--- src/hdl/pems_pkg.sv ---
// Purpose: shared constants and types for the link error mask and severity bank
// Assumes: one 20 MHz clock, link core events arrive on that clock
// Notes: offsets are configuration space byte addresses
package pems_pkg;
	// register offsets
	localparam logic [11:0] UNC_MASK_OFS = 12'h108;
	localparam logic [11:0] UNC_SEV_OFS = 12'h10c;
	localparam logic [11:0] COR_STS_OFS = 12'h110;
	localparam logic [11:0] COR_MSK_OFS = 12'h114;
	// implemented bit positions; everything else reads zero
	localparam logic [31:0] UNC_IMPL_BITS = 32'h0017f010;
	localparam logic [31:0] COR_IMPL_BITS = 32'h000011c1;
	// reset values
	localparam logic [31:0] UNC_MASK_RESET = 32'h00000000;
	localparam logic [31:0] UNC_SEV_RESET = 32'h00030010;
	localparam logic [31:0] COR_STS_RESET = 32'h00000000;
	localparam logic [31:0] COR_MSK_RESET = 32'h00000000;
	localparam logic [4:0] FEP_RESET = 5'h00;
	// correctable field positions
	localparam int COR_REPLAY_TIMEOUT_BIT = 12;
	localparam int COR_REPLAY_WRAP_BIT = 8;
	localparam int COR_BAD_LINK_BIT = 7;
	localparam int COR_BAD_TRANS_BIT = 6;
	localparam int COR_RECEIVER_BIT = 0;
	// replay counter wrap points
	localparam logic [1:0] REPLAY_NUM_LAST = 2'h3;
	localparam logic [1:0] REPLAY_NUM_FIRST = 2'h0;
	// message codes toward the host bridge
	typedef enum logic [1:0] {PEMS_MSG_COR = 2'b00, PEMS_MSG_NONFATAL = 2'b01,
		PEMS_MSG_FATAL = 2'b11} pems_msg_t;
	typedef enum logic {PEMS_TX_IDLE = 1'b0, PEMS_TX_SEND = 1'b1} pems_tx_t;
	typedef enum logic {PEMS_LOG_ARMED = 1'b0, PEMS_LOG_LOCKED = 1'b1} pems_log_t;

	// byte enables widened to a bit mask
	function automatic logic [31:0] pems_lane_mask(input logic [3:0] be);
		pems_lane_mask = {{8{be[3]}}, {8{be[2]}}, {8{be[1]}}, {8{be[0]}}};
	endfunction : pems_lane_mask

	// index of the lowest set bit, zero when none
	function automatic logic [4:0] pems_first_bit(input logic [31:0] v);
		pems_first_bit = 5'h00;
		for (int i = 31; i >= 0; i--)
			if (v[i])
				pems_first_bit = i[4:0];
	endfunction : pems_first_bit
endpackage : pems_pkg

--- src/hdl/pems_first_err.sv ---
// Purpose: first error pointer and header log lock for unmasked uncorrectable errors
// Assumes: status is the uncorrectable status vector, same clock
// Notes: pointer and lock are sticky, untouched by link reset; the lock also frees when the pointed status bit clears
`timescale 1ns/10ps
module pems_first_err
	import pems_pkg::*;
(
	input wire logic ref_clk,
	input wire logic reset,
	input wire logic [31:0] evt,
	input wire logic [31:0] status,
	output logic [4:0] first_error_pointer,
	output logic hdr_capture
);
	pems_log_t log_state;
	logic pointed_prev;

	// remember the pointed status bit so a software clear is seen as a fall
	always_ff @(posedge ref_clk or posedge reset)
		if (reset)
			pointed_prev <= 1'b0;
		else
			pointed_prev <= status[first_error_pointer];

	// capture while armed; rearm once the pointed bit is cleared
	always_ff @(posedge ref_clk or posedge reset)
		if (reset)
		begin
			log_state <= PEMS_LOG_ARMED;
			first_error_pointer <= FEP_RESET;
			hdr_capture <= 1'b0;
		end
		else
		begin
			hdr_capture <= 1'b0;
			case (log_state)
				PEMS_LOG_ARMED:
					if (evt != 32'h00000000)
					begin
						log_state <= PEMS_LOG_LOCKED;
						first_error_pointer <= pems_first_bit(evt);
						hdr_capture <= 1'b1;
					end
				PEMS_LOG_LOCKED:
					if (pointed_prev && !status[first_error_pointer])
						log_state <= PEMS_LOG_ARMED;
				default:
					log_state <= PEMS_LOG_ARMED;
			endcase
		end
endmodule : pems_first_err

--- src/hdl/pems_msg.sv ---
// Purpose: queues error message requests and hands them to the host bridge
// Assumes: msg_ready comes from host bridge logic on the same clock
// Notes: fatal beats non-fatal beats correctable when several wait
`timescale 1ns/10ps
module pems_msg
	import pems_pkg::*;
(
	input wire logic ref_clk,
	input wire logic reset,
	input wire logic link_reset,
	input wire logic fatal_req,
	input wire logic nonfatal_req,
	input wire logic cor_req,
	input wire logic msg_ready,
	output logic msg_valid,
	output logic [1:0] msg_code
);
	pems_tx_t state;
	logic pend_fatal, pend_nonfatal, pend_cor;
	logic sent;

	assign sent = state == PEMS_TX_SEND && msg_ready;

	// pending flags; a new request in the send cycle wins over the clear
	always_ff @(posedge ref_clk or posedge reset)
		if (reset)
		begin
			pend_fatal <= 1'b0;
			pend_nonfatal <= 1'b0;
			pend_cor <= 1'b0;
		end
		else if (link_reset)
		begin
			pend_fatal <= 1'b0;
			pend_nonfatal <= 1'b0;
			pend_cor <= 1'b0;
		end
		else
		begin
			pend_fatal <= fatal_req | (pend_fatal & ~(sent && msg_code == PEMS_MSG_FATAL));
			pend_nonfatal <= nonfatal_req |
				(pend_nonfatal & ~(sent && msg_code == PEMS_MSG_NONFATAL));
			pend_cor <= cor_req | (pend_cor & ~(sent && msg_code == PEMS_MSG_COR));
		end

	// one message at a time, held until the host bridge takes it
	always_ff @(posedge ref_clk or posedge reset)
		if (reset)
		begin
			state <= PEMS_TX_IDLE;
			msg_valid <= 1'b0;
			msg_code <= PEMS_MSG_COR;
		end
		else if (link_reset)
		begin
			state <= PEMS_TX_IDLE;
			msg_valid <= 1'b0;
		end
		else
			case (state)
				PEMS_TX_IDLE:
					if (pend_fatal | pend_nonfatal | pend_cor)
					begin
						state <= PEMS_TX_SEND;
						msg_valid <= 1'b1;
						msg_code <= pend_fatal ? PEMS_MSG_FATAL :
							pend_nonfatal ? PEMS_MSG_NONFATAL : PEMS_MSG_COR;
					end
				PEMS_TX_SEND:
					if (msg_ready)
					begin
						state <= PEMS_TX_IDLE;
						msg_valid <= 1'b0;
					end
				default:
					state <= PEMS_TX_IDLE;
			endcase
endmodule : pems_msg

--- src/hdl/pems_err_mask_sev.sv ---
// Purpose: uncorrectable mask and severity, correctable status and mask registers
// Assumes: error events are one-cycle pulses from the link core on ref_clk
// Notes: reset is the power-good reset; link_reset spares sticky bits
// Notes on behaviour
// - masked uncorrectable error sends no message
// - masked uncorrectable error captures no header
// - masked uncorrectable error leaves pointer alone
// - status set pulse ignores the mask
// - sticky writable mask bits at implemented positions
// - mask bits 19 and 0 read zero
// - severity one means fatal, zero non-fatal
// - severity resets to 00030010h
// - severity 19 and 0 zero, rest sticky
// - replay timer expiry sets bit 12
// - replay counter wrap sets bit 8
// - bad link packet crc sets bit 7
// - bad transaction packet crc sets bit 6
// - receiver error sets bit 0
// - status bits clear only on written one
// - masked correctable error sends no message
// - sticky correctable mask bits reset to zero
// - pointer rearms when pointed status cleared
// - header log locked until status cleared
`timescale 1ns/10ps
module pems_err_mask_sev
	import pems_pkg::*;
(
	input wire logic ref_clk,
	input wire logic reset,
	input wire logic link_reset,
	input wire logic cfg_wr,
	input wire logic cfg_rd,
	input wire logic [11:0] cfg_addr,
	input wire logic [3:0] cfg_be,
	input wire logic [31:0] cfg_wdata,
	output logic [31:0] cfg_rdata,
	output logic cfg_rvalid,
	input wire logic [31:0] unc_err_evt,
	input wire logic [31:0] unc_status,
	input wire logic replay_timer_expired,
	input wire logic [1:0] replay_num,
	input wire logic bad_link_packet,
	input wire logic bad_transaction_packet,
	input wire logic receiver_error,
	output logic [31:0] unc_status_set,
	output logic hdr_capture,
	output logic [4:0] first_error_pointer,
	input wire logic msg_ready,
	output logic msg_valid,
	output logic [1:0] msg_code
);
	logic [31:0] uncorrectable_error_mask;
	logic [31:0] uncorrectable_error_severity;
	logic [31:0] correctable_error_status;
	logic [31:0] correctable_error_mask;
	logic [1:0] replay_num_prev;
	logic [31:0] unc_gated;
	logic fatal_req, nonfatal_req, cor_req;
	logic [31:0] lane, wr_bits, unc_hit, unc_open, cor_set;
	logic [31:0] next_cor_status;
	logic replay_wrap;
	logic wr_unc_mask, wr_unc_sev, wr_cor_sts, wr_cor_msk;

	// write decode and byte lanes
	assign wr_unc_mask = cfg_wr && cfg_addr == UNC_MASK_OFS;
	assign wr_unc_sev = cfg_wr && cfg_addr == UNC_SEV_OFS;
	assign wr_cor_sts = cfg_wr && cfg_addr == COR_STS_OFS;
	assign wr_cor_msk = cfg_wr && cfg_addr == COR_MSK_OFS;
	assign lane = pems_lane_mask(cfg_be);
	assign wr_bits = cfg_wdata & lane;

	// event vectors; unimplemented uncorrectable sources are dropped here
	always_comb
	begin
		unc_hit = unc_err_evt & UNC_IMPL_BITS;
		unc_open = unc_hit & ~uncorrectable_error_mask;
		replay_wrap = replay_num == REPLAY_NUM_FIRST && replay_num_prev == REPLAY_NUM_LAST;
		cor_set = 32'h00000000;
		cor_set[COR_REPLAY_TIMEOUT_BIT] = replay_timer_expired;
		cor_set[COR_REPLAY_WRAP_BIT] = replay_wrap;
		cor_set[COR_BAD_LINK_BIT] = bad_link_packet;
		cor_set[COR_BAD_TRANS_BIT] = bad_transaction_packet;
		cor_set[COR_RECEIVER_BIT] = receiver_error;
	end

	// write one to clear; an event in the same cycle keeps the bit set
	always_comb
	begin
		next_cor_status = correctable_error_status;
		if (wr_cor_sts)
			next_cor_status = correctable_error_status & ~wr_bits;
		next_cor_status = (next_cor_status | cor_set) & COR_IMPL_BITS;
	end

	// sticky uncorrectable mask; only power-good reset clears it
	always_ff @(posedge ref_clk or posedge reset)
		if (reset)
			uncorrectable_error_mask <= UNC_MASK_RESET;
		else if (wr_unc_mask)
			uncorrectable_error_mask <= ((uncorrectable_error_mask & ~lane) | wr_bits) &
				UNC_IMPL_BITS;

	// sticky severity; reserved and not applicable bits forced to zero
	always_ff @(posedge ref_clk or posedge reset)
		if (reset)
			uncorrectable_error_severity <= UNC_SEV_RESET;
		else if (wr_unc_sev)
			uncorrectable_error_severity <= ((uncorrectable_error_severity & ~lane) |
				wr_bits) & UNC_IMPL_BITS;

	// sticky correctable mask
	always_ff @(posedge ref_clk or posedge reset)
		if (reset)
			correctable_error_mask <= COR_MSK_RESET;
		else if (wr_cor_msk)
			correctable_error_mask <= ((correctable_error_mask & ~lane) | wr_bits) &
				COR_IMPL_BITS;

	// sticky correctable status
	always_ff @(posedge ref_clk or posedge reset)
		if (reset)
			correctable_error_status <= COR_STS_RESET;
		else
			correctable_error_status <= next_cor_status;

	// replay counter history; not sticky, so a link reset restarts it
	always_ff @(posedge ref_clk or posedge reset)
		if (reset)
			replay_num_prev <= REPLAY_NUM_FIRST;
		else if (link_reset)
			replay_num_prev <= REPLAY_NUM_FIRST;
		else
			replay_num_prev <= replay_num;

	// status set pulses go out whatever the mask says
	always_ff @(posedge ref_clk or posedge reset)
		if (reset)
			unc_status_set <= 32'h00000000;
		else
			unc_status_set <= unc_hit;

	// unmasked sources for the first error and header log tracker
	always_ff @(posedge ref_clk or posedge reset)
		if (reset)
			unc_gated <= 32'h00000000;
		else if (link_reset)
			unc_gated <= 32'h00000000;
		else
			unc_gated <= unc_open;

	// message requests; severity is read at the moment of the error
	always_ff @(posedge ref_clk or posedge reset)
		if (reset)
		begin
			fatal_req <= 1'b0;
			nonfatal_req <= 1'b0;
			cor_req <= 1'b0;
		end
		else if (link_reset)
		begin
			fatal_req <= 1'b0;
			nonfatal_req <= 1'b0;
			cor_req <= 1'b0;
		end
		else
		begin
			fatal_req <= |(unc_open & uncorrectable_error_severity);
			nonfatal_req <= |(unc_open & ~uncorrectable_error_severity);
			cor_req <= |(cor_set & ~correctable_error_mask);
		end

	// read data one cycle after the strobe; unmapped offsets answer zero
	always_ff @(posedge ref_clk or posedge reset)
		if (reset)
		begin
			cfg_rdata <= 32'h00000000;
			cfg_rvalid <= 1'b0;
		end
		else
		begin
			cfg_rvalid <= cfg_rd;
			if (cfg_rd)
				case (cfg_addr)
					UNC_MASK_OFS: cfg_rdata <= uncorrectable_error_mask;
					UNC_SEV_OFS: cfg_rdata <= uncorrectable_error_severity;
					COR_STS_OFS: cfg_rdata <= correctable_error_status;
					COR_MSK_OFS: cfg_rdata <= correctable_error_mask;
					default: cfg_rdata <= 32'h00000000;
				endcase
		end

	// pointer and log lock live beside the status block they watch
	pems_first_err u_first_err (
		.ref_clk(ref_clk),
		.reset(reset),
		.evt(unc_gated),
		.status(unc_status),
		.first_error_pointer(first_error_pointer),
		.hdr_capture(hdr_capture)
	);

	// message queue toward the host bridge
	pems_msg u_msg (
		.ref_clk(ref_clk),
		.reset(reset),
		.link_reset(link_reset),
		.fatal_req(fatal_req),
		.nonfatal_req(nonfatal_req),
		.cor_req(cor_req),
		.msg_ready(msg_ready),
		.msg_valid(msg_valid),
		.msg_code(msg_code)
	);
endmodule : pems_err_mask_sev

--- config.mk ---
export PLATFORM = sky130hd
export DESIGN_NAME = pems_err_mask_sev
export DESIGN_NICKNAME = d
export VERILOG_FILES = /design/src/hdl/pems_pkg.sv /design/src/hdl/pems_first_err.sv /design/src/hdl/pems_msg.sv /design/src/hdl/pems_err_mask_sev.sv
export SDC_FILE = /design/constraint.sdc
export NUM_CORES = 1
export LEC_CHECK = 0
export BUFFER_PORTS_ARGS = -buffer_cell sky130_fd_sc_hd__buf_2
export CELL_PAD_IN_SITES_DETAIL_PLACEMENT = 0
export CELL_PAD_IN_SITES_GLOBAL_PLACEMENT = 1
export CORE_MARGIN = 2
export CORE_UTILIZATION = 34
export CTS_BUF_LIST = sky130_fd_sc_hd__clkbuf_16
export DETAILED_ROUTE_END_ITERATION = 7
export PLACE_DENSITY_LB_ADDON = 0.1
export SYNTH_ARGS = -nofsm -noshare
export SYNTH_HDL_FRONTEND = slang
export SYNTH_SLANG_ARGS = --single-unit
--- constraint.sdc ---
create_clock -name ref_clk -period 2.9 [get_ports ref_clk]
set_input_delay 0.58 -clock ref_clk [delete_from_list [all_inputs] [get_ports ref_clk]]
set_output_delay 0.58 -clock ref_clk [all_outputs]
set_load 0.01 [all_outputs]
==> results of run 1 <==
-- worst paths after layout --
path | to | slack (ns)
max | first_error_pointer[1] | 0.77
min | unc_gated[20] | 0.33
max reg2reg | u_first_err.log_state | 0.98
min reg2reg | u_msg.pend_nonfatal | 0.47
max in group asynchronous | async pin | 1.86
min in group ref_clk | unc_status_set[14] | 0.37
-- where the power goes --
group          total (uW)  switching, uW  leakage, uW  internal (uW)
clock network        1180            437     0.000156            747
logic                 556            284      0.00120            272
registers            1320            119      0.00102           1200
-- routing by layer --
metal  up-vias  part of all wire  track usage
met2       102              0.48        0.239
met5         -            0.0018            0
met4         2             0.016       0.0610
met3        12             0.064       0.0313
met1      1436              0.44        0.187
li1       1482                 -            -
-- stage by stage --
stage / cells / power [uW] / hold slack, ns / area (sq um)
floorplan: 420 / 1730 / 0.438 / 4150
global placement: 626 / 1900 / 0.449 / 4560
detailed placement: 626 / 1910 / 0.452 / 4560
CTS: 642 / 3110 / 0.356 / 4880
global route: 642 / 3240 / 0.366 / 4880
finish: 642 / 3060 / 0.330 / 4880
-- cells in the final DEF, fill, tap and decap left out, types with 2 or more instances in the layout --
master       n
o21ai_0      2
nand3b_1     3
a21o_1       5
buf_2      112
a21oi_1     12
clkbuf_16    9
a211oi_1     3
mux2i_1     16
o22a_1       3
dfstp_2      3
nand2b_1    12
nor2_1      27
nand4_1     11
mux2_1       3
a22o_1       2
conb_1      42
inv_1       32
a22oi_1     18
nor2b_1      6
mux2_4       3
o22ai_1     19
nand3_1      8
o221ai_1     2
buf_4        4
nor4_1       2
and2_1       3
bufinv_16    2
nand2_1     13
nor3_1       4
mux2_2      18
and3_1       3
dfrtp_1     77
-- cell type report --
class	count	area (sq um)	area share
clock buffers	9	225	0.0462
clock inverters	7	87.6	0.0180
inverters	31	118	0.0241
multi-input cells	255	1650	0.339
flip-flops and latches	80	2010	0.411
well taps	143	179	0.0367
repair buffers	117	611	0.125
-- worst max-delay path, delay by kind of cell, from the launching register on --
family | cells | cell delay, ns
buffers and inverters | 2 | 0.35
flip-flops | 1 | 0.87
-- logic make-up (layout without fill, tap and decap cells) --
group / after synthesis / after routing / share of synthesized area
other cells: 1 / 42 / 0.000938
flops: 80 / 80 / 0.502
buf+inv: 85 / 164 / 0.123
mux: 40 / 40 / 0.111
simple gates: 101 / 101 / 0.140
compound gates: 72 / 72 / 0.123
==> flow_summary.toml, run 1 <==
[clock_network]
cts_buffer_depth = 2
insertion_delay_ns = 0.33
clock_sinks = 80
cts_setup_buffers = 0
cts_tree = "built"
clk_pin_slew_ns = 0.06
cts_resized = 0
ctsHoldBuffers = 0
htree_levels = 3
cts_root_buffer = "clkbuf_16"
cts-buffers-inserted = 9

[synthesis]
yosysWarnings = 0
ys_seq_elements = 80
ys_types = 47
synth_top_area_frac = 0.482
synthMostInstantiatedCell = "dfrtp_1"
synth.avg_cell_area_sq_um = 10.5
ys_top_cells_by_area = "dfrtp_1, buf_4, mux2_2"
synth_edf_count = 0
synth-seq-area-share = 0.502
synthCells = 379
synth_top_cell_by_area = "dfrtp_1"
synthArstFlopShare = 1.00
synth_ff_type = "dfrtp_1"
synth_common_cells = "dfrtp_1, buf_4, inv_1"
synthesis.area_sq_um = 4000

[drt]
wire_per_inst_um = 14.1
dr.pass1.iters = 4
drc = 0
wirelength_mm = 9.05
ant_nets = 0
detail_route.iter0.violations = 82
num_vias = 3034
viasPerCell = 4.73

[place]
numPortBuffers = 112
dp_hpwl_mm = 6.95
preCtsSetupSlack_ns = 0.458
gp_congestion = 0.790

[finish]
finish.utilization = 0.425
drive_gt1_frac = 0.323
fillers = 1159
nets = 618
area_growth_pct = 22.0
antenna_cells = 0

[global_route]
grtUsageTotal = 0.146
globalRouteOverflowTotal = 0
grt_start_max_net_pins = 43
grt_pass1_wl_mm = 14.5
grt_pass1_vias = 2936
grt_antenna_before_repair = 1

[timing]
setup_viol = 0
finalHoldViolCount = 0
finalSetupTns_ns = 0
slew_viol_final = 0
final.period_utilization = 0.733
period_minus_slack_ns = 2.13
tightest_slew_ns = 0.812
fin_ws_ns = 0.774
fin_skew_ns = 0.00973
fmax_ghz = 0.470
slew_headroom = 0.459
rsz0062_at_grt = "false"

[setup_path]
worst_path_max_delay_cell = "dfrtp_1"
worstPathCellList = "buf_4, buf_2"
reg2regPathDepth = 5
criticalPathCategory = "flip-flop to output pin"
r2r-start = "u_first_err.first_error_pointer[1]"
end_kind = "output pin"
setup.worst_path.start = "u_first_err.first_error_pointer[1]"
critical_path.startpoint_type = "flip-flop"
required_ns = 2.32
cpPeakStageDelay_ns = 0.87
arrival_ns = 1.55
crit_fanout = 17

[power_and_ir_drop]
p_leak_uw = 0.00237
ir_drop_v = 0.000246
power_density_nw_per_um2 = 627

[floorplan]
die_w_um = 112
die_y_um = 112
io-pin-count = 198
fp-row-count = 39
core_sq_um = 11500
die_area_sq_um = 12600
start_util = 0.348

[flow_run]
maxCapViolCount = 0

[min_path]
hp-class = "input pin to async pin"

[outcome]
status = "completed"
No activity file was read; power rests on OpenSTA's default activity.
==> run 2, diff against run 1 <==
ABC_AREA = 1   (was unset)
CORE_UTILIZATION = 33   (was 34)
clock period = 2.2 ns   (was 2.9 ns; I/O delays follow)
==> run 2 against run 1 <==
Net effect: core utilization fell by 0.85 points; power rose by 30%; critical path depth rose by 9; clock-buffer cell count did not move; combinational power rose by 51%; design area rose by 3.5%; sequential cell count did not move; non-clock buffer count fell by 1; sequential power rose by 29%; die area rose by 6.6%; global-route usage rose by 1.1 points; final cell count rose by 24%; largest cell class unchanged; largest power group unchanged.
==> flow_summary.toml, run 2 <==
[outcome]
status = "completed"

[synthesis]
synth.avg_cell_area_sq_um = 8.22
ys_seq_elements = 80
synth_top_area_frac = 0.465
synth_top_cell_by_area = "dfrtp_1"
synth_edf_count = 0
ys_types = 33
synth-seq-area-share = 0.484
synthesis.area_sq_um = 4140
ys_top_cells_by_area = "dfrtp_1, nand2_1, buf_4"
synth_common_cells = "nand2_1, dfrtp_1, inv_1"
synth_ff_type = "dfrtp_1"
synthMostInstantiatedCell = "nand2_1"
synthCells = 504
synthArstFlopShare = 1.00
yosysWarnings = 0

[setup_path]
worst_path_max_delay_cell = "dfrtp_1"
critical_path.startpoint_type = "flip-flop"
criticalPathCategory = "flip-flop to flip-flop"
crit_family = "simple AND/OR/NAND/NOR gates"
rrSetupSlack_ns = 0.44
worstPathCellList = "inv_2, nand2_1, nand3_1, nand3_1, nand2_1, nand2_1, nand2_1, nand2_1, nand3_1, nand2_1, nand2_1"
cpPeakStageDelay_ns = 0.68
cp.buffers_inverters = 1
required_ns = 2.43
reg2regPathDepth = 11
arrival_ns = 1.98
worstReg2RegEnd = "u_first_err.log_state"
end_kind = "flip-flop"
cp_common_cell = "nand2_1"
r2r-start = "u_first_err.first_error_pointer[0]"
crit_fanout = 18

[power_and_ir_drop]
power_density_nw_per_um2 = 790
ir_drop_v = 0.000304
p_switching_uw = 1240
switching_share = 0.311
p_leak_uw = 0.00276
p_int_uw = 2750
comb_power_share = 0.210
seqPwrFrac = 0.427
power_frac_clock = 0.362

[clock_network]
ctsHoldBuffers = 0
insertion_delay_ns = 0.34
cts_setup_buffers = 0
htree_levels = 3
cts_root_buffer = "clkbuf_16"
clock_sinks = 80
cts-buffers-inserted = 9
cts_resized = 0
cts_tree = "built"
clk_pin_slew_ns = 0.06
cts_buffer_depth = 2

[global_route]
grt_start_max_net_pins = 46
grt_pass1_wl_mm = 15.9
globalRouteOverflowTotal = 0
grtUsageTotal = 0.156
grt_pass1_vias = 3241
grt_antenna_before_repair = 0

[finish]
register_area_sq_um = 2010
finish.utilization = 0.417
multi_input_area_sq_um = 1660
nets = 746
antenna_cells = 0
drive_gt1_frac = 0.260
final_cell_mix = "nand2_1, buf_2, dfrtp_1"
fillers = 1256
final_common_cell = "nand2_1"
area_growth_pct = 21.9

[timing]
slew_headroom = 0.638
slew_viol_final = 0
finalSetupTns_ns = 0
tightest_slew_ns = 0.543
rsz0062_at_grt = "false"
fmax_ghz = 0.569
fin_skew_ns = 0.00602
setup_viol = 0
period_minus_slack_ns = 1.76
finalHoldViolCount = 0
final.period_utilization = 0.799

[drt]
viasPerCell = 4.30
wirelength_mm = 10.0
dr.pass1.iters = 4
num_vias = 3420
detail_route.iter0.violations = 184
wire_per_inst_um = 12.6
drc = 0
ant_nets = 0

[floorplan]
die_w_um = 116
die_y_um = 116
io-pin-count = 198
start_util = 0.342
fp-row-count = 40
core_sq_um = 12100
die_area_sq_um = 13500

[place]
gp_congestion = 0.813
dp_hpwl_mm = 7.81
numPortBuffers = 112

[min_path]
hp-class = "input pin to async pin"

[flow_run]
maxCapViolCount = 0
## run 2: cell types whose count changed after synthesis, sizes merged, moves of 8 or more
| cell | previous run | this run |
|---|---|---|
| nand2 | 13 | 146 |
| o21ai | 3 | 42 |
| nand2b | 12 | 0 |
| nand4 | 11 | 3 |
| mux2i | 16 | 0 |
| nand3 | 8 | 36 |
| inv | 31 | 73 |
| mux2 | 24 | 0 |
| a22oi | 18 | 0 |
## run 2: worst reg2reg max path: cells and delay by family (launching register included)
| family | cells | cell delay, ns |
|---|---|---|
| buffers and inverters | 1 | 0.26 |
| and+or+nand+nor | 10 | 0.70 |
| DFF | 1 | 0.68 |
## run 2: cell type report
cell class	count	area share
Multi-Input combinational cell	341	0.329
Clock buffer	9	0.0446
Sequential cell	80	0.397
Timing Repair Buffer	116	0.119
Inverter	74	0.0558
Tap cell	168	0.0416
Clock inverter	7	0.0124
## run 2: stage by stage
| step | area, sq um | cells | setup WS (ns) | hold WS (ns) | total power (uW) |
|---|---|---|---|---|---|
| 6_report | 5050 | 795 | 0.443 | 0.148 | 3990 |
| 3_5_place_dp | 4760 | 779 | 0.344 | 0.460 | 2590 |
| 3_3_place_gp | 4760 | 779 | 0.349 | 0.459 | 2590 |
| 4_1_cts | 5050 | 795 | 0.381 | 0.158 | 4060 |
| 2_1_floorplan | 4300 | 545 | 0.695 | 0.442 | 2340 |
| 5_1_grt | 5050 | 795 | 0.198 | 0.183 | 4280 |
## run 2: layer usage
metal,track usage,wire length (um)
met3,0.0408,510
met2,0.245,4660
met4,0.0548,121
met5,0,0
met1,0.210,4750
## run 2: worst max path at each step
stage | depth (start not counted) | from | slack [ns] | end
after global routing | 11 | u_first_err.first_error_pointer[0] | 0.20 | u_first_err.log_state
after CTS | 11 | u_first_err.first_error_pointer[0] | 0.38 | u_first_err.log_state
after global placement | 8 | cfg_addr[11] | 0.35 | cfg_rdata[6]
after detailed placement | 8 | cfg_addr[9] | 0.34 | cfg_rdata[6]
after floorplan | 8 | cfg_addr[5] | 0.69 | flip-flop
final | 11 | u_first_err.first_error_pointer[0] | 0.44 | u_first_err.log_state
## run 2: power by group through the flow
| stage | combinational, uW | clock (uW) | sequential (uW) |
|---|---|---|---|
| after floorplan | 650 | 0 | 1690 |
| after global placement | 858 | 0 | 1730 |
| after detailed placement | 861 | 0 | 1730 |
| after CTS | 864 | 1490 | 1710 |
| after global routing | 973 | 1580 | 1730 |
| final | 839 | 1450 | 1700 |
## run 2: kinds of logic after synthesis
logic type / Yosys count / share of synthesized area
AO/OA/AOI/OAI: 75 / 0.113
buffers and inverters: 124 / 0.152
flip-flops: 80 / 0.484
other: 1 / 0.000905
AND/OR/NAND/NOR: 224 / 0.250
==> run 3, diff against run 2 <==
ABC_AREA = 0   (was 1)
CORE_UTILIZATION = 31   (was 33)
clock period = 1.6 ns   (was 2.2 ns; I/O delays follow)
==> run 3 against run 2 <==
Net effect: the flow now finishes with violations (negative setup slack); combinational power up 61%; power up 42%; sequential cell count unchanged; critical path type is now input pin to flip-flop; largest power group unchanged.
==> flow_summary.toml, run 3 (synthesis results as in run 1) <==
[outcome]
status = "complete, but fails checks"
failed_checks = "negative setup slack"

[timing]
period_minus_slack_ns = 1.69
fin_ws_ns = -0.0874
finalHoldViolCount = 0
fin_skew_ns = 0.00597
final.period_utilization = 1.05
setup_viol = 20
slew_viol_final = 0
fmax_ghz = 0.593
hold_slack_ns = 0.100
rsz0062_at_grt = "true"

[finish]
drive_gt1_frac = 0.385
fillers = 1273
final_common_cell = "buf_2"
antenna_cells = 0
finish.utilization = 0.411
final_cell_mix = "buf_2, dfrtp_1, conb_1"
area_growth_pct = 29.6
instances_no_fill = 691
nets = 638

[setup_path]
critical_path.startpoint_type = "input pin"
end_kind = "flip-flop"
arrival_ns = 1.91
criticalPathCategory = "input pin to flip-flop"
required_ns = 1.82
rrSetupSlack_ns = -0.02
crit_fanout = 3

[drt]
wirelength_mm = 9.66
detail_route.iter0.violations = 139
ant_nets = 0
routed-wl-met3_um = 576
drc = 0
route.met2.wl_mm = 4.70
num_vias = 3114
wire_per_inst_um = 14.0
m1WireLength_mm = 4.27
viasPerCell = 4.51
dr.pass1.iters = 4
highest_layer = "met4"

[min_path]
hp-class = "input pin to async pin"

[clock_network]
clock_sinks = 80
htree_levels = 3
cts_root_buffer = "clkbuf_16"
clk_pin_slew_ns = 0.06
cts_tree = "built"
insertion_delay_ns = 0.33
cts_buffer_depth = 2
cts-buffers-inserted = 9
ctsHoldBuffers = 0

[global_route]
grt_pass1_wl_mm = 16.0
grt_start_max_net_pins = 81
grtUsageTotal = 0.145
grt_pass1_vias = 3101
grt_antenna_before_repair = 0
globalRouteOverflowTotal = 0

[floorplan]
die_y_um = 118
start_util = 0.317
io-pin-count = 198
die_w_um = 118
fp-row-count = 41
die_area_sq_um = 13800
core_sq_um = 12600

[place]
gp_congestion = 0.752
dp_hpwl_mm = 7.25
numPortBuffers = 112
numPlacedInstances = 672

[power_and_ir_drop]
seqPwrFrac = 0.410
ir_drop_v = 0.000395
comb_power_share = 0.238
power_frac_clock = 0.352
p_leak_uw = 0.00249
p_switching_uw = 1630
power_density_nw_per_um2 = 1100
p_int_uw = 4050
switching_share = 0.287

[flow_run]
maxCapViolCount = 0
run 3: cell types whose count changed in the layout (fill, tap and decap cells not counted), moves of 14 or more:
cell     before  now
nand2_1     140   12
inv_1        70   31
nand3_1      36    7
o21ai_0      22    2
a22oi_1       0   18
buf_4         3   21
mux2_2        0   18
mux2i_1       0   14
run 3: stage by stage:
stage	total power (uW)	setup TNS (ns)	worst slack (ns)	area, sq um
floorplan	3180	-7.17	-0.413	4200
global placement	3540	-14.64	-0.455	4770
detailed placement	3560	-15.31	-0.473	4770
CTS	5590	-0.717	-0.0765	5090
global route	6010	-2.98	-0.142	5180
finish	5680	-0.766	-0.0874	5180
run 3: worst max-delay path, cell delays in order:
cell,delay (ns)
buf_6,0.09
or4_4,0.56
nor3b_4,0.20
and3_4,0.22
and3_4,0.22
mux2_4,0.30
run 3: metal layers:
| metal | vias up | track usage |
|---|---|---|
| met5 | - | 0 |
| met4 | 0 | 0.0467 |
| met3 | 14 | 0.0397 |
| li1 | 1524 | - |
| met1 | 1470 | 0.184 |
| met2 | 106 | 0.240 |
run 3: area by class of cell:
| cell class | count | area, sq um | area share |
|---|---|---|---|
| Sequential cell | 80 | 2010 | 0.387 |
| Multi-Input combinational cell | 255 | 1750 | 0.338 |
| Timing Repair Buffer | 137 | 801 | 0.155 |
| Clock buffer | 9 | 225 | 0.0435 |
| Tap cell | 172 | 215 | 0.0415 |
| Inverter | 31 | 120 | 0.0232 |
| Clock inverter | 7 | 62.6 | 0.0121 |
run 3: path summary, 6_finish.rpt:
path	from	endpoint	depth (start not counted)
hold / removal	reset	cfg_rdata[20]	3
setup reg to reg	unc_gated[15]	u_first_err.log_state	4
hold reg to reg	fatal_req	u_msg.pend_fatal	2
min in group ref_clk	unc_err_evt[14]	unc_status_set[14]	1
max in group asynchronous	reset	async pin	3
setup / recovery	cfg_addr[1]	flip-flop	6
run 3: power groups by stage:
stage | combinational, uW | sequential (uW) | clock [uW]
after floorplan | 821 | 2360 | 0
after global routing | 1500 | 2370 | 2150
after detailed placement | 1210 | 2350 | 0
after global placement | 1200 | 2340 | 0
final | 1350 | 2330 | 2000
after CTS | 1220 | 2320 | 2050
run 3: repair_timing:
action | CTS | global route
pin swaps | 3 | 7
setup buffers | 0 | 2
endpoints found under the setup margin | 28 | 41
resized for setup | 8 | 11
gates cloned | 0 | 1
